File: config.mk
export PLATFORM = sky130hd
export DESIGN_NAME = comp_diag_thresholds
export DESIGN_NICKNAME = d
export VERILOG_FILES = /design/src/comp_diag_pkg.sv /design/src/comp_diag_thresholds.sv /design/src/limit_compare.sv
export SDC_FILE = /design/constraint.sdc
export NUM_CORES = 1
export LEC_CHECK = 0
export BUFFER_PORTS_ARGS = -buffer_cell sky130_fd_sc_hd__buf_2
export CAP_MARGIN = 15
export CORE_ASPECT_RATIO = 1.25
export CORE_MARGIN = 2
export CORE_UTILIZATION = 42
export CTS_BUF_LIST = sky130_fd_sc_hd__clkbuf_2 sky130_fd_sc_hd__clkbuf_4 sky130_fd_sc_hd__clkbuf_8
export DETAILED_ROUTE_END_ITERATION = 6
export HOLD_SLACK_MARGIN = 0.1
export PLACE_DENSITY_LB_ADDON = 0.05
export RECOVER_POWER = 25
export SYNTH_ARGS = -nofsm -noshare
export SYNTH_HDL_FRONTEND = slang
export SYNTH_SLANG_ARGS = --single-unit
File: constraint.sdc
create_clock -name aclk -period 2.45 [get_ports aclk]
set_input_delay 0.245 -clock aclk [delete_from_list [all_inputs] [get_ports aclk]]
set_output_delay 0.245 -clock aclk [all_outputs]
set_load 0.03 [all_outputs]
File: src/comp_diag_pkg.sv
`default_nettype none
package comp_diag_pkg;
  // =========================================================
  // register map (printed offsets are indices, byte = 4*index)
  localparam logic [7:0] idx_cell_open_uv = 8'h3E;
  localparam logic [7:0] idx_ratio_aux_open_uv = 8'h3F;
  localparam logic [7:0] idx_abs_aux_open_uv = 8'h40;
  localparam logic [7:0] idx_comp_accuracy_ov = 8'h41;
  localparam logic [7:0] idx_ctrl = 8'h50;
  localparam logic [7:0] idx_status = 8'h51;
  localparam logic [7:0] idx_mask = 8'h52;
  localparam int addr_w = 10;
  // =========================================================
  // field layout
  localparam int lim_lsb = 6;
  localparam int lim_msb = 15;
  localparam int lim_w = 10;
  localparam logic [9:0] cell_open_uv_rst = 10'h000;
  localparam logic [9:0] aux_open_uv_rst = 10'h000;
  localparam logic [9:0] comp_accuracy_ov_rst = 10'h3FF;
  localparam logic [9:0] lim_zero = 10'h000;
  localparam logic [9:0] lim_ones = 10'h3FF;
  // ctrl register bits
  localparam int ctrl_scan_lsb = 0;
  localparam int ctrl_acc_en_bit = 4;
  localparam int ctrl_cell_open_bit = 5;
  localparam int ctrl_aux_diag_bit = 6;
  localparam logic [2:0] scan_cfg_a = 3'h1;
  localparam logic [2:0] scan_cfg_b = 3'h2;
  // status / mask bits
  localparam int st_cell_uv = 0;
  localparam int st_aux_uv = 1;
  localparam int st_acc_ov = 2;
  localparam int st_w = 3;
  // axi responses
  localparam logic [1:0] resp_okay = 2'h0;
  localparam logic [1:0] resp_slverr = 2'h2;
  // sample kinds
  localparam logic [1:0] kind_cell = 2'h0;
  localparam logic [1:0] kind_aux = 2'h1;
  localparam logic [1:0] kind_acc = 2'h2;
endpackage
`default_nettype wire

File: src/comp_diag_thresholds.sv
// Operation
// - cell open limit; low open result flags
// - zero cell limit never flags
// - ratiometric aux limit used when refsel 0
// - absolute aux limit used when refsel 1
// - zero aux limit disables its alert
// - accuracy check only scan 001/010, enabled
// - accuracy path set by analog sequencer
// - accuracy overvoltage limit, 10 bits
// - result above limit sets accuracy alert
// - accuracy limit resets all ones, disabled
`timescale 1ns/1ps
`default_nettype none
module comp_diag_thresholds (
  input wire logic aclk,
  input wire logic aresetn,
  input wire logic [comp_diag_pkg::addr_w-1:0] s_axi_awaddr,
  input wire logic s_axi_awvalid,
  output logic s_axi_awready,
  input wire logic [31:0] s_axi_wdata,
  input wire logic [3:0] s_axi_wstrb,
  input wire logic s_axi_wvalid,
  output logic s_axi_wready,
  output logic [1:0] s_axi_bresp,
  output logic s_axi_bvalid,
  input wire logic s_axi_bready,
  input wire logic [comp_diag_pkg::addr_w-1:0] s_axi_araddr,
  input wire logic s_axi_arvalid,
  output logic s_axi_arready,
  output logic [31:0] s_axi_rdata,
  output logic [1:0] s_axi_rresp,
  output logic s_axi_rvalid,
  input wire logic s_axi_rready,
  input wire logic sample_valid,
  input wire logic [1:0] sample_kind,
  input wire logic [comp_diag_pkg::lim_w-1:0] sample_result,
  input wire logic aux_reference_select,
  input wire logic seq_done,
  output logic acc_check_start,
  output logic cell_comp_uv_alert,
  output logic aux_comp_uv_alert,
  output logic comp_accuracy_ov_alert,
  output logic irq
);
  import comp_diag_pkg::*;

  // =========================================================
  // registers
  logic [9:0] cell_open_uv_field_ff;
  logic [9:0] ratio_aux_open_uv_field_ff;
  logic [9:0] abs_aux_open_uv_field_ff;
  logic [9:0] comp_accuracy_ov_field_ff;
  logic [6:0] ctrl_ff;
  logic [st_w-1:0] status_ff;
  logic [st_w-1:0] mask_ff;
  logic [st_w-1:0] nxt_status;
  logic [addr_w-1:0] awaddr_ff;
  logic aw_held_ff;
  logic [31:0] wdata_ff;
  logic [3:0] wstrb_ff;
  logic w_held_ff;
  logic wr_fire;
  logic [7:0] wr_idx;
  logic [7:0] rd_idx;
  logic [31:0] rd_word;
  logic rd_ok;
  logic wr_ok;

  // turns a byte address into a register index
  function automatic logic [7:0] word_idx(input logic [addr_w-1:0] a);
    word_idx = a[addr_w-1:2];
  endfunction

  // true for any mapped index
  function automatic logic is_mapped(input logic [7:0] i);
    is_mapped = (i == idx_cell_open_uv) || (i == idx_ratio_aux_open_uv) ||
      (i == idx_abs_aux_open_uv) || (i == idx_comp_accuracy_ov) ||
      (i == idx_ctrl) || (i == idx_status) || (i == idx_mask);
  endfunction

  // limit field placed in bits 15:6, low bits zero
  function automatic logic [31:0] lim_word(input logic [9:0] v);
    lim_word = {16'h0000, v, 6'h00};
  endfunction

  // =========================================================
  // axi write channel: address and data taken in either order
  assign s_axi_awready = !aw_held_ff && !s_axi_bvalid;
  assign s_axi_wready = !w_held_ff && !s_axi_bvalid;
  assign wr_fire = aw_held_ff && w_held_ff;
  assign wr_idx = word_idx(awaddr_ff);
  assign wr_ok = is_mapped(wr_idx);

  // capture address and data
  always_ff @(posedge aclk) begin
    if (!aresetn) begin
      aw_held_ff <= 1'b0;
      w_held_ff <= 1'b0;
      awaddr_ff <= '0;
      wdata_ff <= 32'h0000_0000;
      wstrb_ff <= 4'h0;
    end else begin
      if (s_axi_awvalid && s_axi_awready) begin
        aw_held_ff <= 1'b1;
        awaddr_ff <= s_axi_awaddr;
      end else if (wr_fire) begin
        aw_held_ff <= 1'b0;
      end
      if (s_axi_wvalid && s_axi_wready) begin
        w_held_ff <= 1'b1;
        wdata_ff <= s_axi_wdata;
        wstrb_ff <= s_axi_wstrb;
      end else if (wr_fire) begin
        w_held_ff <= 1'b0;
      end
    end
  end

  // write response
  always_ff @(posedge aclk) begin
    if (!aresetn) begin
      s_axi_bvalid <= 1'b0;
      s_axi_bresp <= resp_okay;
    end else if (wr_fire) begin
      s_axi_bvalid <= 1'b1;
      s_axi_bresp <= wr_ok ? resp_okay : resp_slverr;
    end else if (s_axi_bready) begin
      s_axi_bvalid <= 1'b0;
    end
  end

  // limit and control registers; bits 5:0 of limits dropped
  always_ff @(posedge aclk) begin
    if (!aresetn) begin
      cell_open_uv_field_ff <= cell_open_uv_rst;
      ratio_aux_open_uv_field_ff <= aux_open_uv_rst;
      abs_aux_open_uv_field_ff <= aux_open_uv_rst;
      comp_accuracy_ov_field_ff <= comp_accuracy_ov_rst;
      ctrl_ff <= 7'h00;
      mask_ff <= '0;
    end else if (wr_fire) begin
      if (wr_idx == idx_cell_open_uv) begin
        if (wstrb_ff[0]) cell_open_uv_field_ff[1:0] <= wdata_ff[7:6];
        if (wstrb_ff[1]) cell_open_uv_field_ff[9:2] <= wdata_ff[15:8];
      end
      if (wr_idx == idx_ratio_aux_open_uv) begin
        if (wstrb_ff[0]) ratio_aux_open_uv_field_ff[1:0] <= wdata_ff[7:6];
        if (wstrb_ff[1]) ratio_aux_open_uv_field_ff[9:2] <= wdata_ff[15:8];
      end
      if (wr_idx == idx_abs_aux_open_uv) begin
        if (wstrb_ff[0]) abs_aux_open_uv_field_ff[1:0] <= wdata_ff[7:6];
        if (wstrb_ff[1]) abs_aux_open_uv_field_ff[9:2] <= wdata_ff[15:8];
      end
      if (wr_idx == idx_comp_accuracy_ov) begin
        if (wstrb_ff[0]) comp_accuracy_ov_field_ff[1:0] <= wdata_ff[7:6];
        if (wstrb_ff[1]) comp_accuracy_ov_field_ff[9:2] <= wdata_ff[15:8];
      end
      if (wr_idx == idx_ctrl && wstrb_ff[0]) begin
        ctrl_ff <= wdata_ff[6:0];
      end
      if (wr_idx == idx_mask && wstrb_ff[0]) begin
        mask_ff <= wdata_ff[st_w-1:0];
      end
    end
  end

  // =========================================================
  // axi read channel
  assign s_axi_arready = !s_axi_rvalid;
  assign rd_idx = word_idx(s_axi_araddr);

  // read mux
  always_comb begin
    rd_ok = 1'b1;
    rd_word = 32'h0000_0000;
    if (rd_idx == idx_cell_open_uv) begin
      rd_word = lim_word(cell_open_uv_field_ff);
    end else if (rd_idx == idx_ratio_aux_open_uv) begin
      rd_word = lim_word(ratio_aux_open_uv_field_ff);
    end else if (rd_idx == idx_abs_aux_open_uv) begin
      rd_word = lim_word(abs_aux_open_uv_field_ff);
    end else if (rd_idx == idx_comp_accuracy_ov) begin
      rd_word = lim_word(comp_accuracy_ov_field_ff);
    end else if (rd_idx == idx_ctrl) begin
      rd_word = {25'h0000000, ctrl_ff};
    end else if (rd_idx == idx_status) begin
      rd_word = {29'h00000000, status_ff};
    end else if (rd_idx == idx_mask) begin
      rd_word = {29'h00000000, mask_ff};
    end else begin
      rd_ok = 1'b0;
    end
  end

  // read data register
  always_ff @(posedge aclk) begin
    if (!aresetn) begin
      s_axi_rvalid <= 1'b0;
      s_axi_rdata <= 32'h0000_0000;
      s_axi_rresp <= resp_okay;
    end else if (s_axi_arvalid && s_axi_arready) begin
      s_axi_rvalid <= 1'b1;
      s_axi_rdata <= rd_word;
      s_axi_rresp <= rd_ok ? resp_okay : resp_slverr;
    end else if (s_axi_rready) begin
      s_axi_rvalid <= 1'b0;
    end
  end

  // =========================================================
  // compare logic
  logic cell_open_diag_select;
  logic aux_diag_select;
  logic comp_accuracy_enable;
  logic [2:0] scan_config;
  logic acc_allowed;
  logic [9:0] aux_limit;
  logic hit_cell;
  logic hit_aux;
  logic hit_acc;
  logic ev_cell;
  logic ev_aux;
  logic ev_acc;

  assign scan_config = ctrl_ff[ctrl_scan_lsb+2:ctrl_scan_lsb];
  assign comp_accuracy_enable = ctrl_ff[ctrl_acc_en_bit];
  assign cell_open_diag_select = ctrl_ff[ctrl_cell_open_bit];
  assign aux_diag_select = ctrl_ff[ctrl_aux_diag_bit];
  // accuracy check runs only for these scan setups
  assign acc_allowed = comp_accuracy_enable &&
    (scan_config == scan_cfg_a || scan_config == scan_cfg_b);
  // path setup (vref through second shifter) is the sequencer's job
  assign acc_check_start = seq_done && acc_allowed;
  // limit chosen by reference select
  assign aux_limit = aux_reference_select ? abs_aux_open_uv_field_ff :
    ratio_aux_open_uv_field_ff;

  limit_compare u_cell_cmp (
    .result(sample_result),
    .limit(cell_open_uv_field_ff),
    .check_over(1'b0),
    .hit(hit_cell)
  );
  limit_compare u_aux_cmp (
    .result(sample_result),
    .limit(aux_limit),
    .check_over(1'b0),
    .hit(hit_aux)
  );
  limit_compare u_acc_cmp (
    .result(sample_result),
    .limit(comp_accuracy_ov_field_ff),
    .check_over(1'b1),
    .hit(hit_acc)
  );

  // events; zero limit cannot hit under strict less-than
  assign ev_cell = sample_valid && sample_kind == kind_cell &&
    cell_open_diag_select && hit_cell;
  assign ev_aux = sample_valid && sample_kind == kind_aux &&
    aux_diag_select && hit_aux;
  // all-ones limit can never be exceeded
  assign ev_acc = sample_valid && sample_kind == kind_acc &&
    hit_acc;

  // =========================================================
  // sticky status, write one clears, set wins
  always_comb begin
    nxt_status = status_ff;
    if (wr_fire && wr_idx == idx_status && wstrb_ff[0]) begin
      nxt_status = status_ff & ~wdata_ff[st_w-1:0];
    end
    nxt_status[st_cell_uv] = nxt_status[st_cell_uv] | ev_cell;
    nxt_status[st_aux_uv] = nxt_status[st_aux_uv] | ev_aux;
    nxt_status[st_acc_ov] = nxt_status[st_acc_ov] | ev_acc;
  end

  // status register
  always_ff @(posedge aclk) begin
    if (!aresetn) begin
      status_ff <= '0;
    end else begin
      status_ff <= nxt_status;
    end
  end

  assign cell_comp_uv_alert = status_ff[st_cell_uv];
  assign aux_comp_uv_alert = status_ff[st_aux_uv];
  assign comp_accuracy_ov_alert = status_ff[st_acc_ov];
  assign irq = |(status_ff & mask_ff);
endmodule // comp_diag_thresholds
`default_nettype wire

File: src/limit_compare.sv
`timescale 1ns/1ps
`default_nettype none
// =========================================================
// strict unsigned compare of a result against one limit
module limit_compare (
  input wire logic [comp_diag_pkg::lim_w-1:0] result,
  input wire logic [comp_diag_pkg::lim_w-1:0] limit,
  input wire logic check_over,
  output logic hit
);
  import comp_diag_pkg::*;
  // under: result < limit (zero never hits); over: result > limit
  always_comb begin
    if (check_over) begin
      hit = (result > limit);
    end else begin
      hit = (result < limit);
    end
  end
endmodule // limit_compare
`default_nettype wire
; Word level (Yosys, flattened, before mapping)
; Index checks and enable logic that the tools add are counted.
[totals]
inputBits = 78
word_cells = 120
reg_bits = 121
output_inout_bits = 46
[op_classes]
muxes = 25
order_cmp = 3
n_reduce_logical = 47
eq_ne = 18
bitwise_logic = 6
[ops]
columns = cell, count
row1 = "equality test 8 x 7 -> 1 bit, second input constant", 10
row2 = 2-to-1 mux 16 bit, 4
row3 = "equality test 8 x 6 -> 1 bit, second input constant", 4
row4 = AND reduction 3 bit, 8
row5 = logical AND 1 bit, 20
row6 = less-than comparator 10 bit, 2
row7 = 2-to-1 mux 1 bit, 14
row8 = greater-than comparator 10 bit, 1
row9 = 2-to-1 mux 10 bit, 1
row10 = 2-to-1 mux 3 bit, 3
row11 = nonzero test 2 bit, 4
row12 = logical OR 1 bit, 7
row13 = 2-to-1 mux 7 bit, 1
row14 = AND 3 bit, 2
row15 = zero test 1 bit, 4
row16 = 2-to-1 mux 2 bit, 2
row17 = AND reduction 2 bit, 2
row18 = "equality test 3 x 1 -> 1 bit, second input constant", 1
row19 = "equality test 3 x 2 -> 1 bit, second input constant", 1
row20 = inverter 3 bit, 1
row21 = OR 1 bit, 3
row22 = OR reduction 3 bit, 1
row23 = "equality test 2 x 1 -> 1 bit, second input constant", 1
row24 = "equality test 2 bit, second input constant", 1
row25 = zero test 2 bit, 1

; Logic depth before layout (Yosys ltp)
; Gate-level depths: netlist of run 1.
[depth]
word_depth = 9
ltp_mapped = 7
depth_no_buf = 6

; Cells and area by module
; A second synthesis of run 1 with hierarchy kept.
[unflattened]
hier_cells = 630
area_unflattened_um2 = 5487.8
[by_module_without_submodules]
columns = module, seq_area_each_um2, cells_per_inst, area_each_um2, n_inst
row1 = comp_diag_thresholds, 2021.9, 519, 4673.2, 1
row2 = limit_compare, 0.0, 37, 271.5, 3

; Worst setup path before layout of run 1
; No wires, ideal clock.
[synth_path]
path_type = flip-flop to flip-flop
from = register s_axi_bvalid
to = register wdata_ff[10]
stages_incl_launch_ff = 7
setup_time_ps = 76
n_path_buf = 2
required_ps = 2374
period_less_slack_ps = 1928
setup_slack_ps = 522
t_arrival_ps = 1852
cell_sequence = dfxtp_1 -> nor2_1 -> and2_1 -> clkbuf_1 -> buf_1 -> nand2_1 -> a21boi_0
[synth_between]
elab_chain_len = 3
[synth_lines]
columns = item, line_no
row1 = "start, declared", comp_diag_thresholds.sv:25  ; output logic s_axi_bvalid,
row2 = "start signal, assigned", comp_diag_thresholds.sv:122  ; s_axi_bvalid <= 1'b0;
row3 = "start signal, assigned", comp_diag_thresholds.sv:125  ; s_axi_bvalid <= 1'b1;
row4 = "start signal, assigned", comp_diag_thresholds.sv:128  ; s_axi_bvalid <= 1'b0;
row5 = zero test 1 bit, comp_diag_thresholds.sv:89  ; assign s_axi_wready = !w_held_ff && !s_axi_bvalid;
row6 = logical AND 1 bit, comp_diag_thresholds.sv:89
row7 = named net s_axi_wready, comp_diag_thresholds.sv:23  ; output logic s_axi_wready,
row8 = logical AND 1 bit, comp_diag_thresholds.sv:109  ; if (s_axi_wvalid && s_axi_wready) begin
row9 = "end signal, assigned", comp_diag_thresholds.sv:111  ; wdata_ff <= s_axi_wdata;
row10 = "end, declared", comp_diag_thresholds.sv:59  ; logic [31:0] wdata_ff;
; The timed path passes the listed nets, and every way through them passes these cells.
; A chain may end at the register's enable or synchronous reset.

; Worst setup path after layout of run 1
[layout_path]
from = register awaddr_ff[5]
to = register comp_accuracy_ov_field_ff[0]
[layout_between]
elab_chain_len = 2
[layout_lines]
columns = item, line_no
row1 = "start, declared", comp_diag_thresholds.sv:57  ; logic [addr_w-1:0] awaddr_ff;
row2 = "start signal, assigned", comp_diag_thresholds.sv:105  ; awaddr_ff <= s_axi_awaddr;
row3 = equality test 8 x 7 -> 1 bit, comp_diag_thresholds.sv:154  ; if (wr_idx == idx_comp_accuracy_ov) begin
row4 = AND reduction 3 bit (no source line), n/a
row5 = "end signal, assigned", comp_diag_thresholds.sv:138  ; comp_accuracy_ov_field_ff <= comp_accuracy_ov_rst;
row6 = "end signal, assigned", comp_diag_thresholds.sv:155  ; if (wstrb_ff[0]) comp_accuracy_ov_field_ff[1:0] <= wdata_ff[7:6];
row7 = "end, declared", comp_diag_thresholds.sv:52  ; logic [9:0] comp_accuracy_ov_field_ff;
; No other way between the ends.

==> results of run 1 <==
-- cells in the final DEF, fill, tap and decap left out, drive strengths merged, types with 21 or more instances in the layout --
cell type / instances
inv: 26
ha: 28
buf: 67
o21ai: 21
clkbuf: 36
nand2: 107
nor2b: 35
dfxtp: 101
a21boi: 36
mux2i: 52
-- report_power, final --
group          switching, mW  internal, mW  total [mW]  leakage [nW]
logic                  0.264         0.146       0.409          1.36
registers             0.0532          1.69        1.74         0.821
clock network          0.558         0.368       0.927        0.0737
total                  0.875          2.20        3.08          2.26
-- flip-flops by register name (all words and copies together) (netlist names), 2 cells and up --
name,count
ctrl_ff,7
cell_open_uv_field_ff,10
wdata_ff,16
awaddr_ff,8
s_axi_rdata,16
abs_aux_open_uv_field_ff,10
mask_ff,3
wstrb_ff,2
status_ff,3
comp_accuracy_ov_field_ff,10
ratio_aux_open_uv_field_ff,10
-- logic make-up (layout without fill, tap and decap cells) --
logic type,Yosys count,count (layout)
xor gates and xnor gates,1,1
and+or+nand+nor,215,215
adders and majority gates,28,28
DFF,101,101
AOI/OAI and AO/OA,113,113
muxes,62,62
buffers and inverters,74,135
other,1,19
-- stage by stage --
stage	worst slack, ps	std cells	util
global route	232.6	838	0.4866
CTS	404.2	836	0.4886
finish	367.4	838	0.4866
floorplan	522.4	612	-
global placement	420.6	821	0.4748
detailed placement	407.2	821	0.4748
-- per-layer routing --
| layer | track usage | vias to the layer above |
|---|---|---|
| met5 | 0 | - |
| met4 | 0.08585 | 0 |
| met3 | 0.03722 | 22 |
| met2 | 0.3395 | 76 |
| met1 | 0.2499 | 2052 |
| li1 | - | 2199 |
-- layout make-up --
type	count	area, sq um	share of cell area
multi-input cells	437	2985	0.5021
flip-flops and latches	101	2022	0.3401
repair buffers	95	474.2	0.07976
well taps	164	205.2	0.03451
clock buffers	10	131.4	0.02210
inverters	26	97.59	0.01641
clock inverters	4	27.53	0.004630
diodes	1	2.502	0.0004209
-- worst max-delay path, delay by kind of cell, from the launching register on --
kind / cells / cell delay, ps
flops: 1 / 330
mux: 1 / 250
simple gates: 3 / 1350
-- final timing paths --
kind	slack, ps	cells past startpoint	end	start
max	370	4	comp_accuracy_ov_field_ff[0]	awaddr_ff[5]
min	120	2	s_axi_rvalid	s_axi_arvalid
min reg2reg	470	2	s_axi_rdata[5]	s_axi_rdata[5]
max reg2reg	370	4	comp_accuracy_ov_field_ff[0]	awaddr_ff[5]
-- repair_timing --
item,in CTS,in global routing
hold buffers,1,1
setup buffers,0,0
endpoints found under the hold margin,1,1
==> metrics.cfg, run 1 <==
[yosys]
async_reset_ff_frac = 0
synth_seq_cells = 101
syn_area_per_cell_sq_um = 8.906
ys_seq_area_frac = 0.3816
syn_area_sq_um = 5299
yosysTopAreaCellShare = 0.3816
synth_flop_cell = dfxtp_1
synthTopCellsByArea = dfxtp_1 (38%), mux2i_1 (9.8%), nand2_1 (7.6%)
synth_warnings = 0
synth-edff-count = 0
synth-compound-area-share = 0.1558
synthXorXnorAreaFrac = 0.001653
postSynthCellCount = 595
synth_simple_gate_area_share = 0.2076
ys_types = 54
synth.most_common_cell = nand2_1
muxShareOfSynthArea = 0.1195
synth_top_family_by_area = simple AND/OR/NAND/NOR gates
synth_fa_ha_area_frac = 0.06612
synth_common_cells = nand2_1 (107), dfxtp_1 (101), mux2i_1 (52)
synth_area_leader_cell = dfxtp_1

[sta]
hold_viol = 0
slew_violations = 0
final.min_clock_period_ps = 2083
fmaxAchievable_ghz = 0.4802
slew_headroom = 0.09781
rsz0062_at_grt = no
whs_ps = 119.5
tightest_slew_ps = 1353
setup_viol = 0
fin_tns_setup_ps = 0
fin_crit_sh = 0.8500
skew_ps = 9.972

[setup_path]
cp_slowest_cell = or4b_1
critical_path_required_ps = 2660
setup.worst_path.class = flip-flop to flip-flop
crit_path_start_kind = flip-flop
cp_slowest_stage_delay_ps = 680
crit_fanout = 5
end_kind = flip-flop
crit_arrival_ps = 2300
path_cells = or4b_1, nor4_1, mux2i_1, nand2_1

[power_and_ir_drop]
p_per_area_nw_per_um2 = 517.5
leakagePower_nw = 2.259
finalPower_mw = 3.077
ir_worst_vdd_v = 0.0002996

[cts]
root_buffer = clkbuf_8
cts_buffers = 9
cts_max_level = 3
clk_latency_ps = 360
cts_tree = yes
ctsResizeCount = 0
cts.sinks = 101
cts_max_path_buffers = 2
clk_pin_slew_ps = 90

[routing]
routed.top_layer = met4
wl_met3_um = 376
drt_iter0_drc = 107
wire_per_inst_um = 15.94
drc_errors = 0
m1WireLength_um = 6026
via_per_inst = 5.190
wl_um = 13360
dr.pass1.iters = 4
wl_met2_um = 6529
ant_nets = 0
dr_total_vias = 4349

[final_layout]
fin_area_sq_um = 5946
syn_to_final_growth_pct = 12.21
final_nets = 776
layout-drive-gt1-share = 0.1471
fill_cells = 1267

[floorplan]
die_w_um = 104.5
fp.dieH_um = 129.6
io_pins = 124
die_area_sq_um = 13540
start_util = 0.4337
fp-row-count = 45
core_sq_um = 12220

[status]
status = finished, final reports clean

[place]
port_buffers = 83
placed_area_sq_um = 5801
hpwl_um = 10040
gp_congestion = 0.9017

[global_routing]
grt_pass1_wl_um = 21160
grt_pass1_vias = 4159
grt_max_degree = 53
grt_use_total = 0.2001
grt-ovfl-total = 0
antenna_found_initial = 1

[run]
max_cap_violations = 0

[hold_path]
hold_class = input port to flip-flop

No activity file was read; power rests on OpenSTA's default activity.
==> run 2, diff against run 1 <==
==> constraint.sdc (replaced) <==
create_clock -name aclk -period 2.45 [get_ports aclk]
set_input_delay 0 -clock aclk [delete_from_list [all_inputs] [get_ports aclk]]
set_output_delay 0 -clock aclk [all_outputs]
set_load 0.03 [all_outputs]
==> metrics.cfg, run 2 (synthesis gave the netlist of run 1 again) <==
[final_layout]
fin_area_sq_um = 6312  ; +6.2%
final_cell_mix = nand2_1 (107), dfxtp_1 (101), buf_2 (56)
fill_cells = 1220  ; -3.7%
syn_to_final_growth_pct = 19.13
final_nets = 812  ; +4.6%
layout_commonest_cell = nand2_1
fin_cells = 875  ; +4.4%
largest_registers = s_axi_rdata (16), wdata_ff (16)
layout-drive-gt1-share = 0.1380  ; -0.009074
utilization = 0.5166  ; +0.03001

[setup_path]
crit_path_start_kind = flip-flop
rr_endpoint = status_ff[1]
critical_path_required_ps = 2710  ; +50 ps
crit_path_end = status_ff[1]
path_cells = or4b_1, nor2_1, buf_4, a41o_1, o31ai_1, dlygate4sd3_1
setup.worst_path.class = flip-flop to flip-flop
cp_slowest_stage_delay_ps = 690  ; about the same
reg2reg_slack_ps = 160  ; -210 ps
crit_start = awaddr_ff[5]
cp.buffers_inverters = 2  ; +2
r2r_cells = 6  ; +2
critPathTopFamily = simple AND/OR/NAND/NOR gates
crit_arrival_ps = 2550  ; +250 ps
end_kind = flip-flop
reg2reg_from = awaddr_ff[5]
cp_num_cells = 6  ; +2
crit_fanout = 5  ; unchanged
cp_slowest_cell = or4b_1

[floorplan]
die_w_um = 104.5  ; unchanged
die_area_sq_um = 13540  ; unchanged
fp.dieH_um = 129.6  ; unchanged
start_util = 0.4337  ; unchanged
fp-row-count = 45  ; unchanged
io_pins = 124  ; unchanged
core_sq_um = 12220  ; unchanged

[hold_path]
hold_class = input port to flip-flop

[cts]
cts_max_level = 3  ; unchanged
clk_latency_ps = 370  ; about the same
cts_tree = yes
post_cts_buffers = 0  ; unchanged
root_buffer = clkbuf_8
cts.sinks = 101  ; unchanged
cts-hold-fix-buffers = 37  ; +36
cts_max_path_buffers = 2  ; unchanged
cts_buffers = 9  ; unchanged
clk_pin_slew_ps = 100  ; about the same
ctsResizeCount = 0  ; unchanged

[routing]
ant_nets = 0  ; unchanged
wl_um = 13910  ; +4.1%
drt_iter0_drc = 123  ; +15%
dr_total_vias = 4481  ; +3.0%
wire_per_inst_um = 15.89  ; -0.30%
dr.pass1.iters = 4  ; unchanged
drc_errors = 0  ; unchanged
via_per_inst = 5.121  ; -1.3%

[place]
gp_congestion = 0.9126  ; +1.2%
pre_cts_ws_ps = 432.9  ; +25.69 ps
port_buffers = 83  ; unchanged
placed_area_sq_um = 5808  ; +0.13%
hpwl_um = 10260  ; +2.2%
dp_cells = 822  ; +0.12%

[run]
max_cap_violations = 0  ; unchanged

[sta]
tightest_slew_ps = 938.2  ; -415.1 ps
skew_ps = 13.01  ; +3.038 ps
final.min_clock_period_ps = 2293  ; +210.2 ps
rsz0062_at_grt = no
layout_setup_ws_ps = 157.2  ; -210.2 ps
slew_headroom = 0.3746  ; +0.2767
hold_viol = 0  ; unchanged
fin_tns_setup_ps = 0  ; unchanged
slew_violations = 0  ; unchanged
setup_viol = 0  ; unchanged
fin_crit_sh = 0.9358  ; +0.08581
fmaxAchievable_ghz = 0.4361  ; -9.2%

[power_and_ir_drop]
leakagePower_nw = 2.420  ; +7.2%
ir_worst_vdd_v = 0.0002441  ; -19%
p_per_area_nw_per_um2 = 501.6  ; -3.1%

[global_routing]
grt_pass1_vias = 4190  ; +0.75%
grt_use_total = 0.2108  ; +0.01068
grt-ovfl-total = 0  ; unchanged
grt_pass1_wl_um = 22180  ; +4.8%
antenna_found_initial = 1  ; unchanged
grt_max_degree = 39  ; -26%

[status]
status = finished, final reports clean

## run 2: how the worst min path moves through the flow
stage                     slack, ps        startpoint      endpoint  cells after the start
after floorplan                 140     s_axi_arvalid  s_axi_rvalid                      1
final                           120     s_axi_awvalid  awaddr_ff[7]                      4
after global routing            130  sample_result[8]  status_ff[0]                      5
after detailed placement        250     s_axi_arvalid  s_axi_rvalid                      2
after CTS                       100     s_axi_awvalid  awaddr_ff[9]                      4
after global placement          240     s_axi_arvalid  s_axi_rvalid                      2
## run 2: tightest hold or removal path: stages
cell      delay [ps]
buf_2             90
nand2_1          180
nand2_1          120
a21boi_0          60
## run 2: where the power goes
part	internal, mW	switching [mW]
Combinational	0.182	0.275
Clock	0.379	0.588
Sequential	1.69	0.0534
## run 2: layer usage
layer | vias up | track usage | wire (um)
li1 | 2273 | - | -
met1 | 2121 | 0.2645 | 6187
met2 | 73 | 0.3664 | 7015
met3 | 14 | 0.03571 | 437
met4 | 0 | 0.07472 | 265
met5 | - | 0 | 0
## run 2: metrics by stage
step | power [mW] | hold slack [ps]
finish | 3.166 | 117.9
floorplan | 2.073 | 137.8
global route | 3.332 | 131.2
global placement | 2.190 | 244.3
CTS | 3.211 | 101.6
detailed placement | 2.198 | 254.9
## run 2: layout make-up
class / count / area (sq um) / share of cell area
Clock inverter: 5 / 37.54 / 0.005946
Timing Repair Buffer: 131 / 830.8 / 0.1316
Clock buffer: 10 / 131.4 / 0.02081
Sequential cell: 101 / 2022 / 0.3203
Multi-Input combinational cell: 437 / 2985 / 0.4729
Inverter: 26 / 97.59 / 0.01546
Tap cell: 164 / 205.2 / 0.03251
Antenna cell: 1 / 2.502 / 0.0003964
==> run 3, diff against run 2 <==
- ABC_AREA: unset -> 1
==> metrics.cfg, run 3 <==
[yosys]
postSynthCellCount = 789  ; +33%
synth_flop_cell = dfxtp_1
synth.most_common_cell = nand2_1
yosysTopAreaCellShare = 0.3803  ; -0.001257
synthTopCellsByArea = dfxtp_1 (38%), nand2_1 (13%), nor2_1 (11%)
syn_area_sq_um = 5316  ; +0.33%
async_reset_ff_frac = 0  ; unchanged
syn_area_per_cell_sq_um = 6.738  ; -24%
synth_seq_cells = 101  ; unchanged
synth-edff-count = 0  ; unchanged
ys_seq_area_frac = 0.3803  ; -0.001257
synth_common_cells = nand2_1 (179), nor2_1 (155), dfxtp_1 (101)
synth_area_leader_cell = dfxtp_1
ys_types = 32  ; -41%
synth_warnings = 0  ; unchanged

[setup_path]
r2r_cells = 8  ; +2
cp.buffers_inverters = 3  ; +1
path_cells = inv_1, nand2_1, clkinv_2, nand2_2, nor2_1, nand2_1, a21oi_1, dlygate4sd3_1
cp_slowest_cell = dlygate4sd3_1
cp_slowest_stage_delay_ps = 540  ; -150 ps
setup.worst_path.class = flip-flop to flip-flop
crit_fanout = 28  ; +23
end_kind = flip-flop
critPathTopFamily = buffers and inverters
crit_path_start_kind = flip-flop
reg2reg_from = s_axi_rvalid
reg2reg_slack_ps = 280  ; +130 ps
rr_endpoint = s_axi_rresp[1]
critPathMostFrequentCell = nand2_1
crit_start = s_axi_rvalid
critical_path_required_ps = 2720  ; about the same
crit_arrival_ps = 2440  ; -110 ps

[sta]
layout_setup_ws_ps = 284.7  ; +127.6 ps
hold_viol = 0  ; unchanged
final.min_clock_period_ps = 2165  ; -127.5 ps
skew_ps = 16.20  ; +3.186 ps
rsz0062_at_grt = no
fmaxAchievable_ghz = 0.4618  ; +5.9%
slew_violations = 0  ; unchanged
setup_viol = 0  ; unchanged
fin_tns_setup_ps = 0  ; unchanged
slew_headroom = 0.4234  ; +0.04881
fin_crit_sh = 0.8838  ; -0.05206
tightest_slew_ps = 859.7  ; -78.53 ps

[routing]
drc_errors = 0  ; unchanged
dr.pass1.iters = 5  ; +1
ant_nets = 0  ; unchanged
wl_um = 14160  ; +1.8%
dr_total_vias = 5071  ; +13%
wire_per_inst_um = 13.27  ; -16%
drt_iter0_drc = 180  ; +46%
via_per_inst = 4.753  ; -7.2%

[floorplan]
io_pins = 124  ; unchanged
die_area_sq_um = 13580  ; +0.32%
fp-row-count = 45  ; unchanged
core_sq_um = 12270  ; +0.46%
die_w_um = 104.6  ; +0.16%
fp.dieH_um = 129.8  ; +0.16%
start_util = 0.4331  ; -0.0005623

[power_and_ir_drop]
ir_worst_vdd_v = 0.0002919  ; +20%
p_per_area_nw_per_um2 = 523.1  ; +4.3%
power.clock.fraction = 0.310  ; +0.004
p_sw_frac = 0.3084  ; +0.01888
pwr-share-seq = 0.537  ; -0.013
combPwrFrac = 0.153  ; +0.009
leakagePower_nw = 2.950  ; +22%
intPower_mw = 2.266  ; +0.76%
switchingPower_mw = 1.011  ; +10%

[final_layout]
layout_commonest_cell = nand2_1
final_nets = 1004  ; +24%
utilization = 0.5104  ; -0.006243
layout-drive-gt1-share = 0.09856  ; -0.03947
final_cell_mix = nand2_1 (178), nor2_1 (155), dfxtp_1 (101)
fill_cells = 1309  ; +7.3%
syn_to_final_growth_pct = 17.84
largest_registers = s_axi_rdata (16), wdata_ff (16)
fin_cells = 1067  ; +22%
regArea_sq_um = 2022  ; unchanged
n_antenna_cell = 0  ; -1
multiInputGateArea_sq_um = 2770  ; -7.2%

[global_routing]
antenna_found_initial = 0  ; -1
grt-ovfl-total = 0  ; unchanged
grt_use_met3 = 0.02747  ; -0.008242
grt_max_degree = 66  ; +69%
grt_use_met1 = 0.2318  ; -0.03267
grt_pass1_vias = 4891  ; +17%
grt_pass1_wl_um = 23030  ; +3.9%
grt_use_total = 0.2155  ; +0.004681
met2_usage = 0.4210  ; +0.05459
grt-busiest-layer = met2

[cts]
cts_max_path_buffers = 2  ; unchanged
clk_latency_ps = 380  ; about the same
cts_tree = yes
cts.sinks = 101  ; unchanged
cts_buffers = 9  ; unchanged
cts_max_level = 3  ; unchanged
root_buffer = clkbuf_8
clk_pin_slew_ps = 100  ; about the same

[place]
port_buffers = 83  ; unchanged
dp_cells = 1014  ; +23%
gp_congestion = 0.8710  ; -4.6%
pre_cts_ws_ps = 656.4  ; +223.5 ps
hpwl_um = 10830  ; +5.5%

[hold_path]
whs_endpoint = status_ff[0]
hold_class = input port to flip-flop
holdPathStages = 5  ; +1
hp-start = sample_valid

[run]
max_cap_violations = 0  ; unchanged

[status]
status = finished, final reports clean

-- run 3: cell types whose count changed in the layout (fill, tap and decap cells not counted), moves of 15 or more --
cell      previous run  this run
mux2i_1             52         0
a21boi_0            36         0
o21ai_0             21        68
a21oi_1              5        60
nor2b_1             35         0
nand3_1              8        23
nor2_1              18       155
nand2_1            107       178
inv_1               26        76
-- run 3: area by class of cell --
type	count	share of cell area
sequential	101	0.3227
tap	164	0.03275
multi-input combinational	580	0.4422
clock inverter	7	0.009187
clock buffer	9	0.01977
inverter	82	0.04933
timing repair buffer	124	0.1240
-- run 3: worst max path at each step --
stage,to,slack (ps),cells after the start
final,s_axi_rresp[1],280,8
after detailed placement,ctrl_ff[1],660,6
after floorplan,wdata_ff[6],740,7
after global routing,s_axi_rresp[1],80,8
after CTS,s_axi_rresp[1],160,8
after global placement,ctrl_ff[3],710,6
-- run 3: cells by family (layout without fill, tap and decap cells) --
logic type | Yosys count | count (layout) | synth area share
DFF | 101 | 101 | 0.3803
AOI/OAI and AO/OA | 134 | 134 | 0.1290
buffers and inverters | 125 | 222 | 0.1111
adders and majority gates | 28 | 28 | 0.06590
and+or+nand+nor | 400 | 400 | 0.3130
other | 1 | 18 | 0.0007054
-- run 3: worst register-to-register path, stage by stage (launching register included) --
cell and delay (ps):
dfxtp_1 340, inv_1 60, nand2_1 230, clkinv_2 380, nand2_2 330, nor2_1 60
nand2_1 60, a21oi_1 50, dlygate4sd3_1 540
-- run 3: metal layers --
metal | part of all wire | up-vias
li1 | - | 2697
met1 | 0.41 | 2243
met2 | 0.53 | 112
met3 | 0.037 | 19
met4 | 0.022 | 0
met5 | 0 | -
-- run 3: repair_timing --
item,in CTS,in global routing
endpoints found under the hold margin,39,0
setup endpoints to repair,0,1
buffers inserted,0,0
resized for setup,0,2
hold buffers,37,0
-- run 3: power groups by stage --
stage	registers, mW	clock network [mW]	logic (mW)
2_1_floorplan	1.81	0	0.326
3_3_place_gp	1.80	0	0.453
3_5_place_dp	1.80	0	0.463
4_1_cts	1.76	1.06	0.508
5_1_grt	1.77	1.12	0.574
6_report	1.76	1.02	0.502
-- run 3: per-stage QoR --
| stage | instance area (sq um) | power [mW] | hold slack [ps] |
|---|---|---|---|
| after floorplan | 5380 | 2.133 | 158.9 |
| after global placement | 5748 | 2.251 | 249.6 |
| after detailed placement | 5748 | 2.262 | 255.3 |
| after CTS | 6300 | 3.326 | 110.3 |
| after global routing | 6265 | 3.459 | 164.5 |
| final | 6265 | 3.277 | 139.5 |
